### src/pkg/sapr_map.vh
// Timing constants and widths for the parallel-readout converter control
`ifndef SAPR_MAP_VH
`define SAPR_MAP_VH
`define SAPR_CLK_PERIOD_NS   5
`define SAPR_DATA_W          12
`define SAPR_FIFO_DEPTH      16
// Times in ns as printed, cycle counts derived at 5 ns
`define SAPR_T_CONV_NS       2200
`define SAPR_T_CONV_CYC      (`SAPR_T_CONV_NS / `SAPR_CLK_PERIOD_NS)
`define SAPR_T_PREV_NS       2200
`define SAPR_T_PREV_CYC      (`SAPR_T_PREV_NS / `SAPR_CLK_PERIOD_NS)
`define SAPR_T_DV_BUSY_NS    35
`define SAPR_T_DV_BUSY_CYC   ((`SAPR_T_DV_BUSY_NS + `SAPR_CLK_PERIOD_NS - 1) / `SAPR_CLK_PERIOD_NS)
`define SAPR_T_ABORT_NS      40
`define SAPR_T_ABORT_CYC     ((`SAPR_T_ABORT_NS + `SAPR_CLK_PERIOD_NS - 1) / `SAPR_CLK_PERIOD_NS)
`define SAPR_CNT_W           9
`endif

### src/hdl/sapr_ctrl.v
// Conversion sequencing and parallel three-state readout of the converter
// How it works
// On completion raise busy, present 12-bit result
// Previous result readable early in conversion
// Host avoids reads from window end to busy
// Host best avoids reads during conversion
// Convert falls starts; convert rises enables output
// Conversion and busy low last at most 2.2us
// New data valid within 3.2us of start
// Busy falls within 25ns of start
// Data valid at least 35ns before busy rises
// Host spaces conversion starts 4us apart
// Convert low 40ns during busy aborts, resets
// After abort host holds convert high 4us
// Hosts ignoring busy abort at initialisation
// Host convert pulse 40ns to 1.75us
// Drive bus only when convert high, select low
// Results are two's complement
// Select and convert ORed, level sensitive start
// Busy stays high while idle, after abort too
`include "sapr_map.vh"
module sapr_ctrl (
	// Clock and reset
	input  wire                    sys_clk_i,
	input  wire                    rst_n_i,
	// Host control pins
	input  wire                    cs_n_i,
	input  wire                    rd_conv_n_i,
	output wire                    busy_n_o,
	// Parallel result bus, data and enable per pin
	output reg  [`SAPR_DATA_W-1:0] result_data_bus_o,
	output wire [`SAPR_DATA_W-1:0] result_data_bus_oe_o,
	// Converter core sample stream (two's complement)
	input  wire                    smp_valid_i,
	output wire                    smp_ready_o,
	input  wire [`SAPR_DATA_W-1:0] smp_data_i
);
	localparam [2:0] ST_IDLE = 3'b001;
	localparam [2:0] ST_CONV = 3'b010;
	localparam [2:0] ST_SETL = 3'b100;
	// Conversion share leaves room for output register and settle
	localparam integer CONV_INT =
		`SAPR_T_CONV_CYC - `SAPR_T_DV_BUSY_CYC - 2;
	localparam integer PREV_INT = `SAPR_T_PREV_CYC - 1;
	localparam integer DVB_INT  = `SAPR_T_DV_BUSY_CYC;
	localparam integer ABT_INT  = `SAPR_T_ABORT_CYC - 1;
	// Counts cut to the counter width on purpose
	localparam [`SAPR_CNT_W-1:0] CONV_CYC = CONV_INT[`SAPR_CNT_W-1:0];
	localparam [`SAPR_CNT_W-1:0] PREV_CYC = PREV_INT[`SAPR_CNT_W-1:0];
	localparam [`SAPR_CNT_W-1:0] DVB_CYC  = DVB_INT[`SAPR_CNT_W-1:0];
	localparam [`SAPR_CNT_W-1:0] ABT_CYC  = ABT_INT[`SAPR_CNT_W-1:0];

	reg  [1:0]              rst_sync_q;
	wire                    rst_n;
	reg  [1:0]              cs_sync_q;
	reg  [1:0]              rc_sync_q;
	reg                     start_lvl_q;
	reg                     rc_prev_q;
	reg  [2:0]              state_q;
	reg  [2:0]              state_d;
	reg  [`SAPR_CNT_W-1:0]  cnt_q;
	reg  [`SAPR_CNT_W-1:0]  cnt_d;
	reg  [`SAPR_CNT_W-1:0]  abt_q;
	reg                     prev_ok_q;
	reg                     abort_hold_q;
	reg                     abt_arm_q;
	reg  [`SAPR_DATA_W-1:0] result_q;
	reg  [`SAPR_DATA_W-1:0] result_d;
	wire                    cs_n;
	wire                    rc_n;
	wire                    start_lvl;
	wire                    start;
	wire                    abort;
	wire                    fifo_valid;
	wire                    fifo_pop;
	wire [`SAPR_DATA_W-1:0] fifo_data;
	wire                    drive_en;

	// Reset release through two flip-flops
	always @(posedge sys_clk_i or negedge rst_n_i) begin
		if (!rst_n_i) begin
			rst_sync_q <= 2'b00;
		end else begin
			rst_sync_q <= {rst_sync_q[0], 1'b1};
		end
	end
	assign rst_n = rst_sync_q[1];

	// Pin synchronisers, idle high
	always @(posedge sys_clk_i or negedge rst_n) begin
		if (!rst_n) begin
			cs_sync_q <= 2'b11;
			rc_sync_q <= 2'b11;
		end else begin
			cs_sync_q <= {cs_sync_q[0], cs_n_i};
			rc_sync_q <= {rc_sync_q[0], rd_conv_n_i};
		end
	end
	assign cs_n = cs_sync_q[1];
	assign rc_n = rc_sync_q[1];

	// Start when both lines are low, whichever falls last
	assign start_lvl = ~(cs_n | rc_n);
	assign start = start_lvl & ~start_lvl_q & ~abort_hold_q
		& (state_q == ST_IDLE);

	// Convert held low long enough while busy aborts
	assign abort = (state_q != ST_IDLE) && ~rc_n && abt_arm_q
		&& (abt_q == ABT_CYC) && ~abort_hold_q;

	// Sample sequencing
	always @* begin
		state_d  = state_q;
		cnt_d    = cnt_q;
		result_d = result_q;
		case (state_q)
			ST_IDLE: begin
				if (start) begin
					state_d = ST_CONV;
					cnt_d   = {`SAPR_CNT_W{1'b0}};
				end
			end
			ST_CONV: begin
				cnt_d = cnt_q + 1'b1;
				if (abort) begin
					state_d = ST_IDLE;
				end else if (cnt_q >= CONV_CYC && fifo_valid) begin
					result_d = fifo_data;
					state_d  = ST_SETL;
					cnt_d    = {`SAPR_CNT_W{1'b0}};
				end
			end
			ST_SETL: begin
				cnt_d = cnt_q + 1'b1;
				if (abort) begin
					state_d = ST_IDLE;
				end else if (cnt_q == DVB_CYC) begin
					state_d = ST_IDLE;
				end
			end
			default: begin
				state_d = ST_IDLE;
			end
		endcase
	end
	assign fifo_pop = (state_q == ST_CONV) && ~abort
		&& (cnt_q >= CONV_CYC) && fifo_valid;

	// State, counters and result register
	always @(posedge sys_clk_i or negedge rst_n) begin
		if (!rst_n) begin
			state_q      <= ST_IDLE;
			cnt_q        <= {`SAPR_CNT_W{1'b0}};
			abt_q        <= {`SAPR_CNT_W{1'b0}};
			result_q     <= {`SAPR_DATA_W{1'b0}};
			start_lvl_q  <= 1'b0;
			rc_prev_q    <= 1'b1;
			prev_ok_q    <= 1'b1;
			abort_hold_q <= 1'b0;
			abt_arm_q    <= 1'b0;
		end else begin
			state_q     <= state_d;
			cnt_q       <= cnt_d;
			result_q    <= result_d;
			start_lvl_q <= start_lvl;
			rc_prev_q   <= rc_n;
			// Low-time counter for abort, restarts on each fall
			if (rc_n || (rc_prev_q && ~rc_n)) begin
				abt_q <= {`SAPR_CNT_W{1'b0}};
			end else if (abt_q != ABT_CYC) begin
				abt_q <= abt_q + 1'b1;
			end
			// Abort arms only on a fall seen mid-conversion,
			// so a long start pulse never aborts its own start
			if (rc_n || (state_q == ST_IDLE)) begin
				abt_arm_q <= 1'b0;
			end else if (rc_prev_q) begin
				abt_arm_q <= 1'b1;
			end
			// After abort, wait for convert to return high
			if (abort) begin
				abort_hold_q <= 1'b1;
			end else if (rc_n) begin
				abort_hold_q <= 1'b0;
			end
			// Previous data stays valid for the early window
			if (start) begin
				prev_ok_q <= 1'b1;
			end else if (state_q == ST_CONV && cnt_q == PREV_CYC) begin
				prev_ok_q <= 1'b0;
			end else if (state_q == ST_IDLE) begin
				prev_ok_q <= 1'b1;
			end
		end
	end

	// Busy low only while converting or settling
	assign busy_n_o = (state_q == ST_IDLE);

	// Output enable only with convert high and select low
	assign drive_en = rc_n & ~cs_n;
	assign result_data_bus_oe_o = {`SAPR_DATA_W{drive_en}};

	// Output data register; invalid window shows zero
	always @(posedge sys_clk_i or negedge rst_n) begin
		if (!rst_n) begin
			result_data_bus_o <= {`SAPR_DATA_W{1'b0}};
		end else if (state_q == ST_CONV && !prev_ok_q) begin
			result_data_bus_o <= {`SAPR_DATA_W{1'b0}};
		end else begin
			result_data_bus_o <= result_q;
		end
	end

	// Sample buffer between converter core and result register
	sapr_fifo #(
		.WIDTH (`SAPR_DATA_W),
		.DEPTH (`SAPR_FIFO_DEPTH),
		.AW    (4)
	) u_fifo (
		.clk_i       (sys_clk_i),
		.rst_n_i     (rst_n),
		.in_valid_i  (smp_valid_i),
		.in_ready_o  (smp_ready_o),
		.in_data_i   (smp_data_i),
		.out_valid_o (fifo_valid),
		.out_ready_i (fifo_pop),
		.out_data_o  (fifo_data)
	);
endmodule

### src/hdl/sapr_fifo.v
// Parameterised synchronous FIFO with valid/ready on both sides
module sapr_fifo #(
	parameter WIDTH = 12,
	parameter DEPTH = 16,
	parameter AW    = 4
) (
	// Clock and reset
	input  wire             clk_i,
	input  wire             rst_n_i,
	// Fill side
	input  wire             in_valid_i,
	output wire             in_ready_o,
	input  wire [WIDTH-1:0] in_data_i,
	// Drain side
	output wire             out_valid_o,
	input  wire             out_ready_i,
	output wire [WIDTH-1:0] out_data_o
);
	reg  [WIDTH-1:0] mem [0:DEPTH-1];
	reg  [AW:0]      wr_q;
	reg  [AW:0]      rd_q;
	wire             full;
	wire             empty;
	wire             push;
	wire             pop;

	// Honest full and empty from extended pointers
	assign empty = (wr_q == rd_q);
	assign full  = (wr_q[AW-1:0] == rd_q[AW-1:0]) && (wr_q[AW] != rd_q[AW]);
	assign in_ready_o  = ~full;
	assign out_valid_o = ~empty;
	assign push = in_valid_i & ~full;
	assign pop  = out_ready_i & ~empty;
	assign out_data_o = mem[rd_q[AW-1:0]];

	// Storage write
	always @(posedge clk_i) begin
		if (push) begin
			mem[wr_q[AW-1:0]] <= in_data_i;
		end
	end

	// Pointer update
	always @(posedge clk_i or negedge rst_n_i) begin
		if (!rst_n_i) begin
			wr_q <= {(AW+1){1'b0}};
			rd_q <= {(AW+1){1'b0}};
		end else begin
			if (push) begin
				wr_q <= wr_q + 1'b1;
			end
			if (pop) begin
				rd_q <= rd_q + 1'b1;
			end
		end
	end
endmodule

### config.mk
export PLATFORM = sky130hd
export DESIGN_NAME = sapr_ctrl
export DESIGN_NICKNAME = d
export VERILOG_FILES = /design/src/hdl/sapr_ctrl.v /design/src/hdl/sapr_fifo.v
export VERILOG_INCLUDE_DIRS = /design/src /design/src/pkg
export SDC_FILE = /design/constraint.sdc
export NUM_CORES = 1
export LEC_CHECK = 0
export ABC_AREA = 0
export BUFFER_PORTS_ARGS = -buffer_cell sky130_fd_sc_hd__buf_2
export CAP_MARGIN = 20
export CORE_MARGIN = 1
export CORE_UTILIZATION = 55
export CTS_CLUSTER_SIZE = 14
export DETAILED_ROUTE_END_ITERATION = 7
export GPL_ROUTABILITY_DRIVEN = 1
export GPL_TIMING_DRIVEN = 0
export PLACE_DENSITY = 0.76
export SYNTH_ARGS = -nofsm -noshare
export SYNTH_HDL_FRONTEND = slang
export SYNTH_SLANG_ARGS = --single-unit
### constraint.sdc
create_clock -name sys_clk_i -period 5.55 [get_ports sys_clk_i]
set_clock_uncertainty 0.15 [all_clocks]
set_input_delay 0.555 -clock sys_clk_i [delete_from_list [all_inputs] [get_ports sys_clk_i]]
set_output_delay 0.555 -clock sys_clk_i [all_outputs]
set_load 0.005 [all_outputs]
# Yosys cells after proc, flatten, opt, wreduce, memory -nomap -nowiden
# Memories as Yosys holds them, arrays and structs flattened. A register that Yosys moved wholly into a read port is not among the register bits.
# Index checks and enable logic that the tools add are counted.
[word_totals] word_cells=95 inputBits=17 mem_bits_rw=192 out_inout_bits=26 mem_count=1 reg_bits=54
[op_classes] n_addsub=4 order_cmp=1 eq_ne=14 n_reduce_logical=24 bitwise_logic=15 n_mux=22
[mem_list] name="u_fifo.mem" depth=16 width=12 rd=1 rd_clocked_by_memory_dff=1 write_ports=1 line="sapr_fifo.v:19" text="reg [WIDTH-1:0] mem [0:DEPTH-1];"
[op_table] operator="$mux 9" n=5
[op_table] operator="$pmux 9 s3" n=1
[op_table] operator="$add 9x1->9 const B" n=2
[op_table] operator="$eq 9x3->1 const B" n=2
[op_table] operator="$mux 3" n=5
[op_table] operator="$logic_and 1x1->1" n=12
[op_table] operator="$mux 12" n=1
[op_table] operator="$add 5x1->5 const B" n=2
[op_table] operator="$eq 9x9->1 const B" n=1
[op_table] operator="$ge 9x9->1 const B" n=1
[op_table] operator="$mux 1" n=9
[op_table] operator="$ne 9x3->1 const B" n=1
[op_table] operator="$pmux 3 s3" n=1
[op_table] operator="$not 1->1" n=8
[op_table] operator="$and 1x1->1" n=6
[op_table] operator="$ne 3x3->1 const B" n=2
[op_table] operator="$reduce_and 3->1" n=2
[op_table] operator="$reduce_bool 2->1" n=3
[op_table] operator="$reduce_bool 3->1" n=2
[op_table] operator="$eq 5x5->1" n=1
[op_table] operator="$eq 4x4->1" n=1
[op_table] operator="$eq 3x1->1 const B" n=1
[op_table] operator="$eq 3x2->1 const B" n=1
[op_table] operator="$eq 3x3->1 const B" n=1
[op_table] operator="7 further kinds" n=9

# Longest topological paths before layout
# Gate-level depths: netlist (run 1).
[depth] depth_word=10 mapped_depth=8 ltp_nobuf=6

# Modules after synthesis
# A second synthesis (run 1) with hierarchy kept.
[hier_totals] hier_cells=621 hier_area_um2=10642.7
[modules_own_cells] mod="sapr_fifo" n_inst=1 area_per_inst_um2=8027.7 cells_per_inst=401
[modules_own_cells] mod="sapr_ctrl" n_inst=1 area_per_inst_um2=2615.0 cells_per_inst=220

# Worst setup path after synthesis (run 1)
# No wires, ideal clock.
[synth_timing] path_kind="register -> register" startpoint="register u_fifo.rd_q[0]" endpoint="memory u_fifo.mem[3][0] (enable)" setup_time_ps=396 n_path_buf=2 period_less_slack_ps=2579 required_ps=5004 slack_ps=2971 arrival_ps=2033 stages_incl_launch_ff=8 path_cell_list="dfrtp_1 -> buf_4 -> xnor2_1 -> nand4_1 -> o21a_1 -> buf_2 -> nand2_1 -> nor3_1"
[synth_between] elab_chain_len=6
[synth_lines] element="start: declaration" line="sapr_fifo.v:21" text="reg [AW:0] rd_q;"
[synth_lines] element="start signal: assignment" line="sapr_fifo.v:47" text="rd_q <= {(AW+1){1'b0}};"
[synth_lines] element="start signal: assignment" line="sapr_fifo.v:53" text="rd_q <= rd_q + 1'b1;"
[synth_lines] element="$eq 4x4->1" line="sapr_fifo.v:29" text="assign full = (wr_q[AW-1:0] == rd_q[AW-1:0]) && (wr_q[AW] != rd_q[AW]);"
[synth_lines] element="$logic_and 1x1->1" line="sapr_fifo.v:29"
[synth_lines] element="$not 1->1" line="sapr_fifo.v:32" text="assign push = in_valid_i & ~full;"
[synth_lines] element="$and 1x1->1" line="sapr_fifo.v:32"
[synth_lines] element="$mux 1" line="sapr_fifo.v:38" text="if (push) begin"
[synth_lines] element="$mux 1 (implied by the code)" line="sapr_fifo.v:39" text="mem[wr_q[AW-1:0]] <= in_data_i;"
[synth_lines] element="end: declaration" line="sapr_fifo.v:19"
# No other way between the ends.

# Worst setup path in the final report (run 1)
[layout_timing] startpoint="register rc_sync_q[1]" endpoint="output result_data_bus_oe_o[2]"
[layout_between] elab_chain_len=1
[layout_lines] element="start: declaration" line="sapr_ctrl.v:56" text="reg [1:0] rc_sync_q;"
[layout_lines] element="start signal: assignment" line="sapr_ctrl.v:96" text="rc_sync_q <= {rc_sync_q[0], rd_conv_n_i};"
[layout_lines] element="$and 1x1->1" line="sapr_ctrl.v:201" text="assign drive_en = rc_n & ~cs_n;"
[layout_lines] element="end: declaration" line="sapr_ctrl.v:32" text="output wire [`SAPR_DATA_W-1:0] result_data_bus_oe_o,"
# No other way between the ends.

==> results of run 1 <==
through the flow:
stage	hold WS, ns	util
after global routing	0.1665	0.6454
after detailed placement	0.1877	0.5950
after floorplan	0.1094	-
after CTS	0.1640	0.6426
after global placement	0.1892	0.5879
final	0.1750	0.6454
cell usage in the layout (no fill, tap or decap), drive strengths merged, types with 14 or more instances in the layout:
cell type,count
mux4,24
dfrtp,59
nand2,17
mux2,25
edfxtp,192
clkbuf,47
xnor2,16
nor3,14
mux2i,25
nor2,34
o21ai,22
buf,96
nor2b,18
final timing paths:
kind | from | endpoint | slack (ns) | depth (start not counted)
min in group sys_clk_i | rst_sync_q[0] | rst_sync_q[1] | 0.20 | 0
max reg2reg | u_fifo.rd_q[0] | u_fifo.mem[14][11] | 2.79 | 7
min | rst_sync_q[1] | cnt_q[4] | 0.17 | 0
max | rc_sync_q[1] | result_data_bus_oe_o[2] | 2.77 | 3
min reg2reg | rst_sync_q[1] | cnt_q[4] | 0.17 | 0
max in group asynchronous | rst_sync_q[1] | state_q[0] | 4.39 | 1
layer usage:
layer / routed length (µm) / vias up / track usage
li1: - / 2604 / -
met3: 1081 / 35 / 0.03761
met4: 452 / 0 / 0.05957
met5: 0 / - / 0
met1: 8761 / 2939 / 0.2941
met2: 10880 / 196 / 0.3897
area by class of cell:
class                      count  share of cell area
clock inverter                11             0.01050
sequential                   258              0.6173
inverter                      10            0.003120
buffer                        47             0.02641
tap                          234             0.02433
multi-input combinational    316              0.2241
timing repair buffer          60             0.03349
clock buffer                  39             0.06073
critical path, cell delays in order, from the launching register on:
cell	delay, ns
dfstp_2	0.61
nor2b_1	0.61
buf_4	0.22
buf_2	0.11
where the power goes:
part | switching [W] | internal, W | leakage, nW
clock | 0.000723 | 0.00101 | 0.410
sequential | 0.0000620 | 0.00225 | 2.61
combinational | 0.000255 | 0.000140 | 1.32
total | 0.00104 | 0.00341 | 4.35
kinds of logic after synthesis:
| logic type | count (synthesis) | share of synthesized area |
|---|---|---|
| multiplexers | 74 | 0.1025 |
| AND/OR/NAND/NOR | 125 | 0.06664 |
| AO/OA/AOI/OAI | 86 | 0.05875 |
| XOR/XNOR | 23 | 0.01926 |
| adder cells (fa/ha/maj) | 7 | 0.008375 |
| buffers and inverters | 57 | 0.03398 |
| other | 1 | 0.0003586 |
| flip-flops | 258 | 0.7101 |
registers in the layout, summed over array words and instances, names as in the netlist:
name               flops
rst_sync_q             2
abt_arm_q              1
prev_ok_q              1
result_data_bus_o     12
u_fifo.mem           192
u_fifo.wr_q            5
start_lvl_q            1
result_q              12
cs_sync_q              2
cnt_q                  9
rc_sync_q              2
abort_hold_q           1
u_fifo.rd_q            5
rc_prev_q              1
abt_q                  9
state_q                3
==> flow_metrics.env, run 1 <==
export IMPL_status="finished clean"
export IMPL_arrival_ns=2.08
export IMPL_place_ws_ns=2.681
export IMPL_worst_slew_pin_slew_ns=1.073
export IMPL_cts_resized=0
export IMPL_netlist_area_um2=10460
export IMPL_antenna_found_initial=0
export IMPL_slew_headroom=0.2817
export IMPL_vias=5774
export IMPL_setup_viol=0
export IMPL_hold_viol_final=0
export IMPL_areaGrowthSynthToFinish_pct=15.05
export IMPL_maxSlewViolCount=0
export IMPL_vias_per_cell=5.922
export IMPL_cts_hold_buf=3
export IMPL_synthTopCellsByArea="edfxtp_1 55%, dfrtp_1 14%, mux4_2 5.2%, mux2_2 2.6%, mux2i_1 2.4%"
export IMPL_grt_max_degree=34
export IMPL_synth_avg_cell_area_um2=16.57
export IMPL_portBuffers=42
export IMPL_grt_pass1_wl_mm=33.53
export IMPL_dr_first_iter_drc_count=411
export IMPL_clk_latency_ns=0.55
export IMPL_start_util=0.5609
export IMPL_endpoint_kind="primary output"
export IMPL_synth_top_area_cell="edfxtp_1"
export IMPL_route_detailed_drc=0
export IMPL_multi_input_area_um2=2696
export IMPL_netlist_instances=631
export IMPL_hold_path_class="flip-flop to async pin"
export IMPL_power_leakage_nw=4.348
export IMPL_grtUsageTotal=0.2241
export IMPL_cts_root_buffer="clkbuf_16"
export IMPL_clock_sinks=258
export IMPL_critPathKind="flip-flop to primary output"
export IMPL_grt_overflow=0
export IMPL_cts_tree="built"
export IMPL_rsz0062_at_grt="false"
export IMPL_grt_pass1_vias=6060
export IMPL_yosysSeqAreaShare=0.7101
export IMPL_fmax_mhz=359.4
export IMPL_cts_setup_buffers=0
export IMPL_crit_required_ns=4.85
export IMPL_powerDensity_nw_per_um2=369.6
export IMPL_place_inst=916
export IMPL_core_um2=18640
export IMPL_seq_area_um2=7427
export IMPL_fp_dieW_um=139.9
export IMPL_nNetsFinal=744
export IMPL_dieArea_um2=19570
export IMPL_wl_per_cell_um=21.72
export IMPL_fin_cells=975
export IMPL_period_share=0.5014
export IMPL_yosys_top_cells_count="192 x edfxtp_1, 59 x dfrtp_1, 34 x nor2_1"
export IMPL_diodes=0
export IMPL_fin_area_um2=12030
export IMPL_place_congestion=0.8344
export IMPL_worstPathMaxFanout=12
export IMPL_ir_drop_mv=0.2836
export IMPL_ys_types=56
export IMPL_fp_dieH_um=139.9
export IMPL_fin_crit_ns=2.783
export IMPL_core_rowCount=50
export IMPL_startpoint_type="flip-flop"
export IMPL_async_reset_ff_frac=0.2558
export IMPL_synth_top_area_share=0.5513
export IMPL_routed_wirelength_mm=21.18
export IMPL_ant_nets=0
export IMPL_dpl_cell_area_um2=11090
export IMPL_dp_hpwl_mm=14.25
export IMPL_io_pins=43
export IMPL_synth_edf_count=192
export IMPL_cts_max_level=1
export IMPL_synth_net_count=655
export IMPL_drv_cap=0
export IMPL_yosys_warnings=0
export IMPL_cts_buffers=27
export IMPL_layout_setup_ws_ns=2.767
export IMPL_ys_ff_latch=258
export IMPL_dr_pass1_iters=4
export IMPL_fill_cells=1295
export IMPL_synth_most_common_cell="edfxtp_1"
export IMPL_ys_flop_type="edfxtp_1"
export IMPL_drive_gt1_frac=0.2794
export IMPL_cts_path_max_buffers=3
export IMPL_clk_pin_slew_ns=0.06
export IMPL_total_power_w=0.004447
export IMPL_setup_tns_ns=0
Note: power is estimated with default switching activity, not from simulation.
==> inputs of run 2 (changes only) <==
--- a/config.mk
+++ b/config.mk
@@ -15,7 +15,7 @@
 export DETAILED_ROUTE_END_ITERATION = 7
 export GPL_ROUTABILITY_DRIVEN = 1
 export GPL_TIMING_DRIVEN = 0
-export PLACE_DENSITY = 0.76
+export PLACE_DENSITY = 0.79
 export SYNTH_ARGS = -nofsm -noshare
 export SYNTH_HDL_FRONTEND = slang
 export SYNTH_SLANG_ARGS = --single-unit
==> constraint.sdc (replaced) <==
create_clock -name sys_clk_i -period 2.5 [get_ports sys_clk_i]
set_clock_uncertainty 0.15 [all_clocks]
set_input_delay 0.25 -clock sys_clk_i [delete_from_list [all_inputs] [get_ports sys_clk_i]]
set_output_delay 0.25 -clock sys_clk_i [all_outputs]
set_load 0.005 [all_outputs]
==> run 2 against run 1 <==
Against the previous run:
- the run now ends with setup timing left
- critical path type is now flip-flop to flip-flop
- first-iteration DRC count down 5.8%
- non-clock buffer count increased by 14
- critical path depth rose by 4
- count of clock-buffer cells in the layout shrank 6
- setup slack worse by 2.8 ns
- die area unchanged
- clock power up 110%
- combinational power increased to 2.5 times the previous value
- global-route usage is essentially flat
- largest power group unchanged
- largest cell class unchanged
- sequential power increased by 120%
- via count rose by 1.1%
- register-to-register slack worse by 2.8 ns
==> flow_metrics.env, run 2 (synthesis gave the netlist of run 1 again) <==
export IMPL_powerDensity_nw_per_um2=802.7
export IMPL_antenna_found_initial=0
export IMPL_cts_max_level=1
export IMPL_dr_pass1_iters=5
export IMPL_areaGrowthSynthToFinish_pct=17.10
export IMPL_clk_latency_ns=0.54
export IMPL_routed_wirelength_mm=21.32
export IMPL_worst_slew_pin_slew_ns=0.7791
export IMPL_endpoint_kind="flip-flop"
export IMPL_clk_pin_slew_ns=0.06
export IMPL_nNetsFinal=757
export IMPL_fmax_mhz=394.7
export IMPL_fin_area_um2=12250
export IMPL_start_util=0.5609
export IMPL_grt_max_degree=37
export IMPL_setup_tns_ns=-0.4958
export IMPL_period_share=1.013
export IMPL_largest_register_ffs=192
export IMPL_dp_hpwl_mm=13.71
export IMPL_crit_family="simple AND/OR/NAND/NOR gates"
export IMPL_vias_per_cell=5.922
export IMPL_drv_cap=0
export IMPL_arrival_ns=2.55
export IMPL_startpoint_type="flip-flop"
export IMPL_status="finished, violations left"
export IMPL_grt_pass1_wl_mm=33.15
export IMPL_portBuffers=42
export IMPL_violations="setup timing"
export IMPL_crit_required_ns=2.52
export IMPL_place_congestion=0.8241
export IMPL_p_seq_frac=0.523
export IMPL_critPathKind="flip-flop to flip-flop"
export IMPL_layout_common_cells="192 x edfxtp_1, 58 x dfrtp_1, 53 x buf_2"
export IMPL_grt_pass1_vias=6030
export IMPL_hold_viol_final=0
export IMPL_core_rowCount=50
export IMPL_dieArea_um2=19570
export IMPL_swShare=0.2416
export IMPL_io_pins=43
export IMPL_dpl_cell_area_um2=11080
export IMPL_hold_path_class="input pin to flip-flop"
export IMPL_crit_slowest_cell="nor2_2"
export IMPL_critPathBufInv=2
export IMPL_fp_dieW_um=139.9
export IMPL_worstPathMaxFanout=12
export IMPL_p_sw_w=0.002375
export IMPL_diodes=0
export IMPL_clock_sinks=258
export IMPL_power_internal_w=0.007455
export IMPL_maxSlewViolCount=0
export IMPL_wl_per_cell_um=21.62
export IMPL_power_leakage_nw=4.415
export IMPL_setup_viol=21
export IMPL_slew_headroom=0.4806
export IMPL_total_power_w=0.009830
export IMPL_ant_nets=0
export IMPL_p_comb_frac=0.101
export IMPL_grt_overflow=0
export IMPL_slowest_delay_ns=0.59
export IMPL_cts_tree="built"
export IMPL_grtUsageTotal=0.2239
export IMPL_cts_path_max_buffers=3
export IMPL_clkPwrFrac=0.376
export IMPL_fin_crit_ns=2.533
export IMPL_dr_first_iter_drc_count=387
export IMPL_drive_gt1_frac=0.2979
export IMPL_final_common_cell="edfxtp_1"
export IMPL_ir_drop_mv=0.6717
export IMPL_vias=5839
export IMPL_path_cells="buf_4, xnor2_1, nand4_1, o21a_1, buf_2, nand2_1, nor2_2"
export IMPL_layout_setup_ws_ns=-0.03343
export IMPL_core_um2=18640
export IMPL_cts_root_buffer="clkbuf_16"
export IMPL_fp_dieH_um=139.9
export IMPL_rsz0062_at_grt="true"
export IMPL_hold_worst_slack_ns=0.08436
export IMPL_route_detailed_drc=0
export IMPL_cts_buffers=26
-- run 2: cell types whose count changed in the layout (fill, tap and decap cells not counted), sizes merged --
| cell | change |
|---|---|
| buf | +1 |
| bufinv | -1 |
| clkbuf | -6 |
| clkinv | +7 |
| clkinvlp | -1 |
| dlygate4sd3 | +13 |
| inv | -2 |
-- run 2: worst min-delay path: stages --
cell     delay, ns
buf_2         0.09
o21a_1        0.10
buf_2         0.18
o21ai_0       0.09
-- run 2: final timing paths --
check	startpoint	end	slack (ns)	depth (start not counted)
worst min register to register	rst_sync_q[1]	cnt_q[3]	0.14	0
worst max-delay path	u_fifo.rd_q[0]	u_fifo.mem[5][11]	-0.03	7
min in group asynchronous	rst_sync_q[1]	cnt_q[3]	0.14	0
worst max register to register	u_fifo.rd_q[0]	u_fifo.mem[5][11]	-0.03	7
max in group asynchronous	rst_sync_q[1]	state_q[0]	1.38	1
worst min-delay path	smp_valid_i	u_fifo.wr_q[1]	0.08	4
-- run 2: cell type report --
type | instances | area, µm²
plain buffers | 47 | 317.8
clock buffers | 33 | 708.2
clock inverters | 14 | 113.9
fillers | 1228 | 6397
inverters | 10 | 41.29
multi-input cells | 316 | 2803
flip-flops and latches | 258 | 7427
well taps | 234 | 292.8
repair buffers | 74 | 541.8
-- run 2: routing by layer --
layer | vias up | share of wire | GRT usage
li1 | 2629 | - | -
met1 | 2983 | 0.40 | 0.2831
met2 | 183 | 0.52 | 0.3963
met3 | 44 | 0.048 | 0.03350
met4 | 0 | 0.030 | 0.07692
met5 | - | 0 | 0
-- run 2: stage by stage --
step,setup WS (ns),std cells,utilization
after global routing,-0.1445,986,0.6568
after floorplan,-0.06114,631,-
after global placement,-0.9293,907,0.5882
after detailed placement,-0.4134,915,0.5944
final,-0.03343,986,0.6568
after CTS,-0.01545,980,0.6511
-- run 2: what timing repair did --
| action | in CTS | in global routing |
|---|---|---|
| pin swaps | 1 | 3 |
| gates resized for setup | 16 | 10 |
| hold buffers | 16 | 0 |
| endpoints found under the hold margin | 196 | 0 |
| setup endpoints to repair | 121 | 127 |
| buffers inserted | 2 | 6 |
| gates cloned | 0 | 0 |
-- run 2: power groups by stage --
stage	clock, W	sequential, W	combinational [W]
floorplan	0	0.00519	0.000526
global placement	0	0.00521	0.000729
detailed placement	0	0.00522	0.000837
CTS	0.00375	0.00514	0.000937
global route	0.00391	0.00517	0.00108
finish	0.00370	0.00514	0.000993
==> inputs of run 3 (changes only) <==
--- a/config.mk
+++ b/config.mk
@@ -15,7 +15,8 @@
 export DETAILED_ROUTE_END_ITERATION = 7
 export GPL_ROUTABILITY_DRIVEN = 1
 export GPL_TIMING_DRIVEN = 0
-export PLACE_DENSITY = 0.79
+export PLACE_DENSITY = 0.75
+export SKIP_CTS_REPAIR_TIMING = 1
 export SYNTH_ARGS = -nofsm -noshare
 export SYNTH_HDL_FRONTEND = slang
 export SYNTH_SLANG_ARGS = --single-unit
==> run 3 against run 2 <==
Against the previous run:
- the run now ends clean
- fmax rose by 2.3%
- power rose by 5.6%
- wire length rose by 2.5%
- design area rose by 1.5%
- clock power rose by 14%
- via count rose by 0.72%
- die area did not move
- critical endpoint is now u_fifo.mem[6][7]
==> flow_metrics.env, run 3 (synthesis gave the netlist of run 1 again) <==
export IMPL_status="finished clean"
export IMPL_core_rowCount=50
export IMPL_dpl_cell_area_um2=11090
export IMPL_cts_root_buffer="clkbuf_16"
export IMPL_endpoint_kind="flip-flop"
export IMPL_clk_latency_ns=0.54
export IMPL_maxSlewViolCount=0
export IMPL_dieArea_um2=19570
export IMPL_core_um2=18640
export IMPL_period_share=0.9903
export IMPL_drv_cap=0
export IMPL_fin_cells=994
export IMPL_final_common_cell="edfxtp_1"
export IMPL_startpoint_type="flip-flop"
export IMPL_critPathKind="flip-flop to flip-flop"
export IMPL_hold_worst_slack_ns=0.06257
export IMPL_ir_drop_mv=0.6823
export IMPL_fmax_mhz=403.9
export IMPL_grt_max_degree=45
export IMPL_power_leakage_nw=4.510
export IMPL_grt_overflow=0
export IMPL_worst_slew_pin_slew_ns=0.8210
export IMPL_setup_viol=0
export IMPL_clock_sinks=258
export IMPL_place_congestion=0.8041
export IMPL_vias=5881
export IMPL_fin_area_um2=12430
export IMPL_io_pins=43
export IMPL_hold_viol_final=0
export IMPL_fin_crit_ns=2.476
export IMPL_arrival_ns=2.58
export IMPL_hold_path_class="input pin to flip-flop"
export IMPL_layout_common_cells="192 x edfxtp_1, 58 x dfrtp_1, 53 x buf_2"
export IMPL_dr_first_iter_drc_count=396
export IMPL_cts_tree="built"
export IMPL_largest_register_ffs=192
export IMPL_grtUsageTotal=0.2258
export IMPL_grt_pass1_wl_mm=33.53
export IMPL_powerDensity_nw_per_um2=835.4
export IMPL_cts_path_max_buffers=3
export IMPL_dp_hpwl_mm=13.93
export IMPL_portBuffers=42
export IMPL_route_detailed_drc=0
export IMPL_fp_dieW_um=139.9
export IMPL_ant_nets=0
export IMPL_diodes=0
export IMPL_start_util=0.5609
export IMPL_fp_dieH_um=139.9
export IMPL_cts_max_level=1
export IMPL_drive_gt1_frac=0.3105
export IMPL_wl_per_cell_um=21.98
export IMPL_fill_cells=1259
export IMPL_cts_buffers=27
export IMPL_routed_wirelength_mm=21.85
export IMPL_crit_required_ns=2.60
export IMPL_worstPathMaxFanout=10
export IMPL_vias_per_cell=5.916
export IMPL_slew_headroom=0.4527
export IMPL_nNetsFinal=764
export IMPL_rsz0062_at_grt="true"
export IMPL_grt_pass1_vias=5866
export IMPL_total_power_w=0.01038
export IMPL_fin_util=0.6668
export IMPL_clk_pin_slew_ns=0.06
export IMPL_place_inst=916
export IMPL_dr_pass1_iters=4
export IMPL_areaGrowthSynthToFinish_pct=18.87
export IMPL_antenna_found_initial=0
-- run 3: metal layers --
metal  global-route usage  part of all wire
met1               0.3044              0.41
met2               0.3868              0.51
met3              0.03248             0.055
met4              0.06246             0.026
met5                    0                 0
-- run 3: worst paths after layout --
check / start / to / slack [ns] / cells past startpoint
min in group asynchronous: rst_sync_q[1] / u_fifo.wr_q[2] / 0.07 / 0
worst min register to register: rst_sync_q[1] / u_fifo.wr_q[2] / 0.07 / 0
worst max register to register: u_fifo.wr_q[3] / u_fifo.mem[6][7] / 0.02 / 8
worst min-delay path: smp_valid_i / u_fifo.wr_q[0] / 0.06 / 4
worst max-delay path: u_fifo.wr_q[3] / u_fifo.mem[6][7] / 0.02 / 8
max in group asynchronous: rst_sync_q[1] / cs_sync_q[1] / 1.46 / 1
-- run 3: area by class of cell --
class	instances	area, µm²	area share
clock inverters	13	183.9	0.01480
flip-flops and latches	258	7427	0.5975
well taps	234	292.8	0.02355
plain buffers	47	317.8	0.02557
inverters	10	41.29	0.003322
multi-input cells	316	2803	0.2255
clock buffers	36	760.7	0.06120
repair buffers	80	604.3	0.04862
-- run 3: critical path, cell delays in order (launching register included) --
cell and delay, ns:
dfrtp_1 0.36, buf_4 0.20, xnor2_1 0.14, nand4_1 0.18, o21a_1 0.13, buf_2 0.18, nand2_1 0.27, nor2_2 0.40
buf_6 0.20
-- run 3: per-stage QoR --
stage          setup TNS (ns)  setup WS, ns
2_1_floorplan          -2.201      -0.06114
4_1_cts                -26.52       -0.3814
3_5_place_dp           -24.38       -0.3833
3_3_place_gp           -78.31        -1.008
6_report                    0       0.02431
5_1_grt                -3.864       -0.1297
-- run 3: power by group --
part / switching (W) / internal, W / leakage [nW]
combinational: 0.000673 / 0.000365 / 1.44
sequential: 0.000131 / 0.00500 / 2.61
clock: 0.00166 / 0.00256 / 0.460
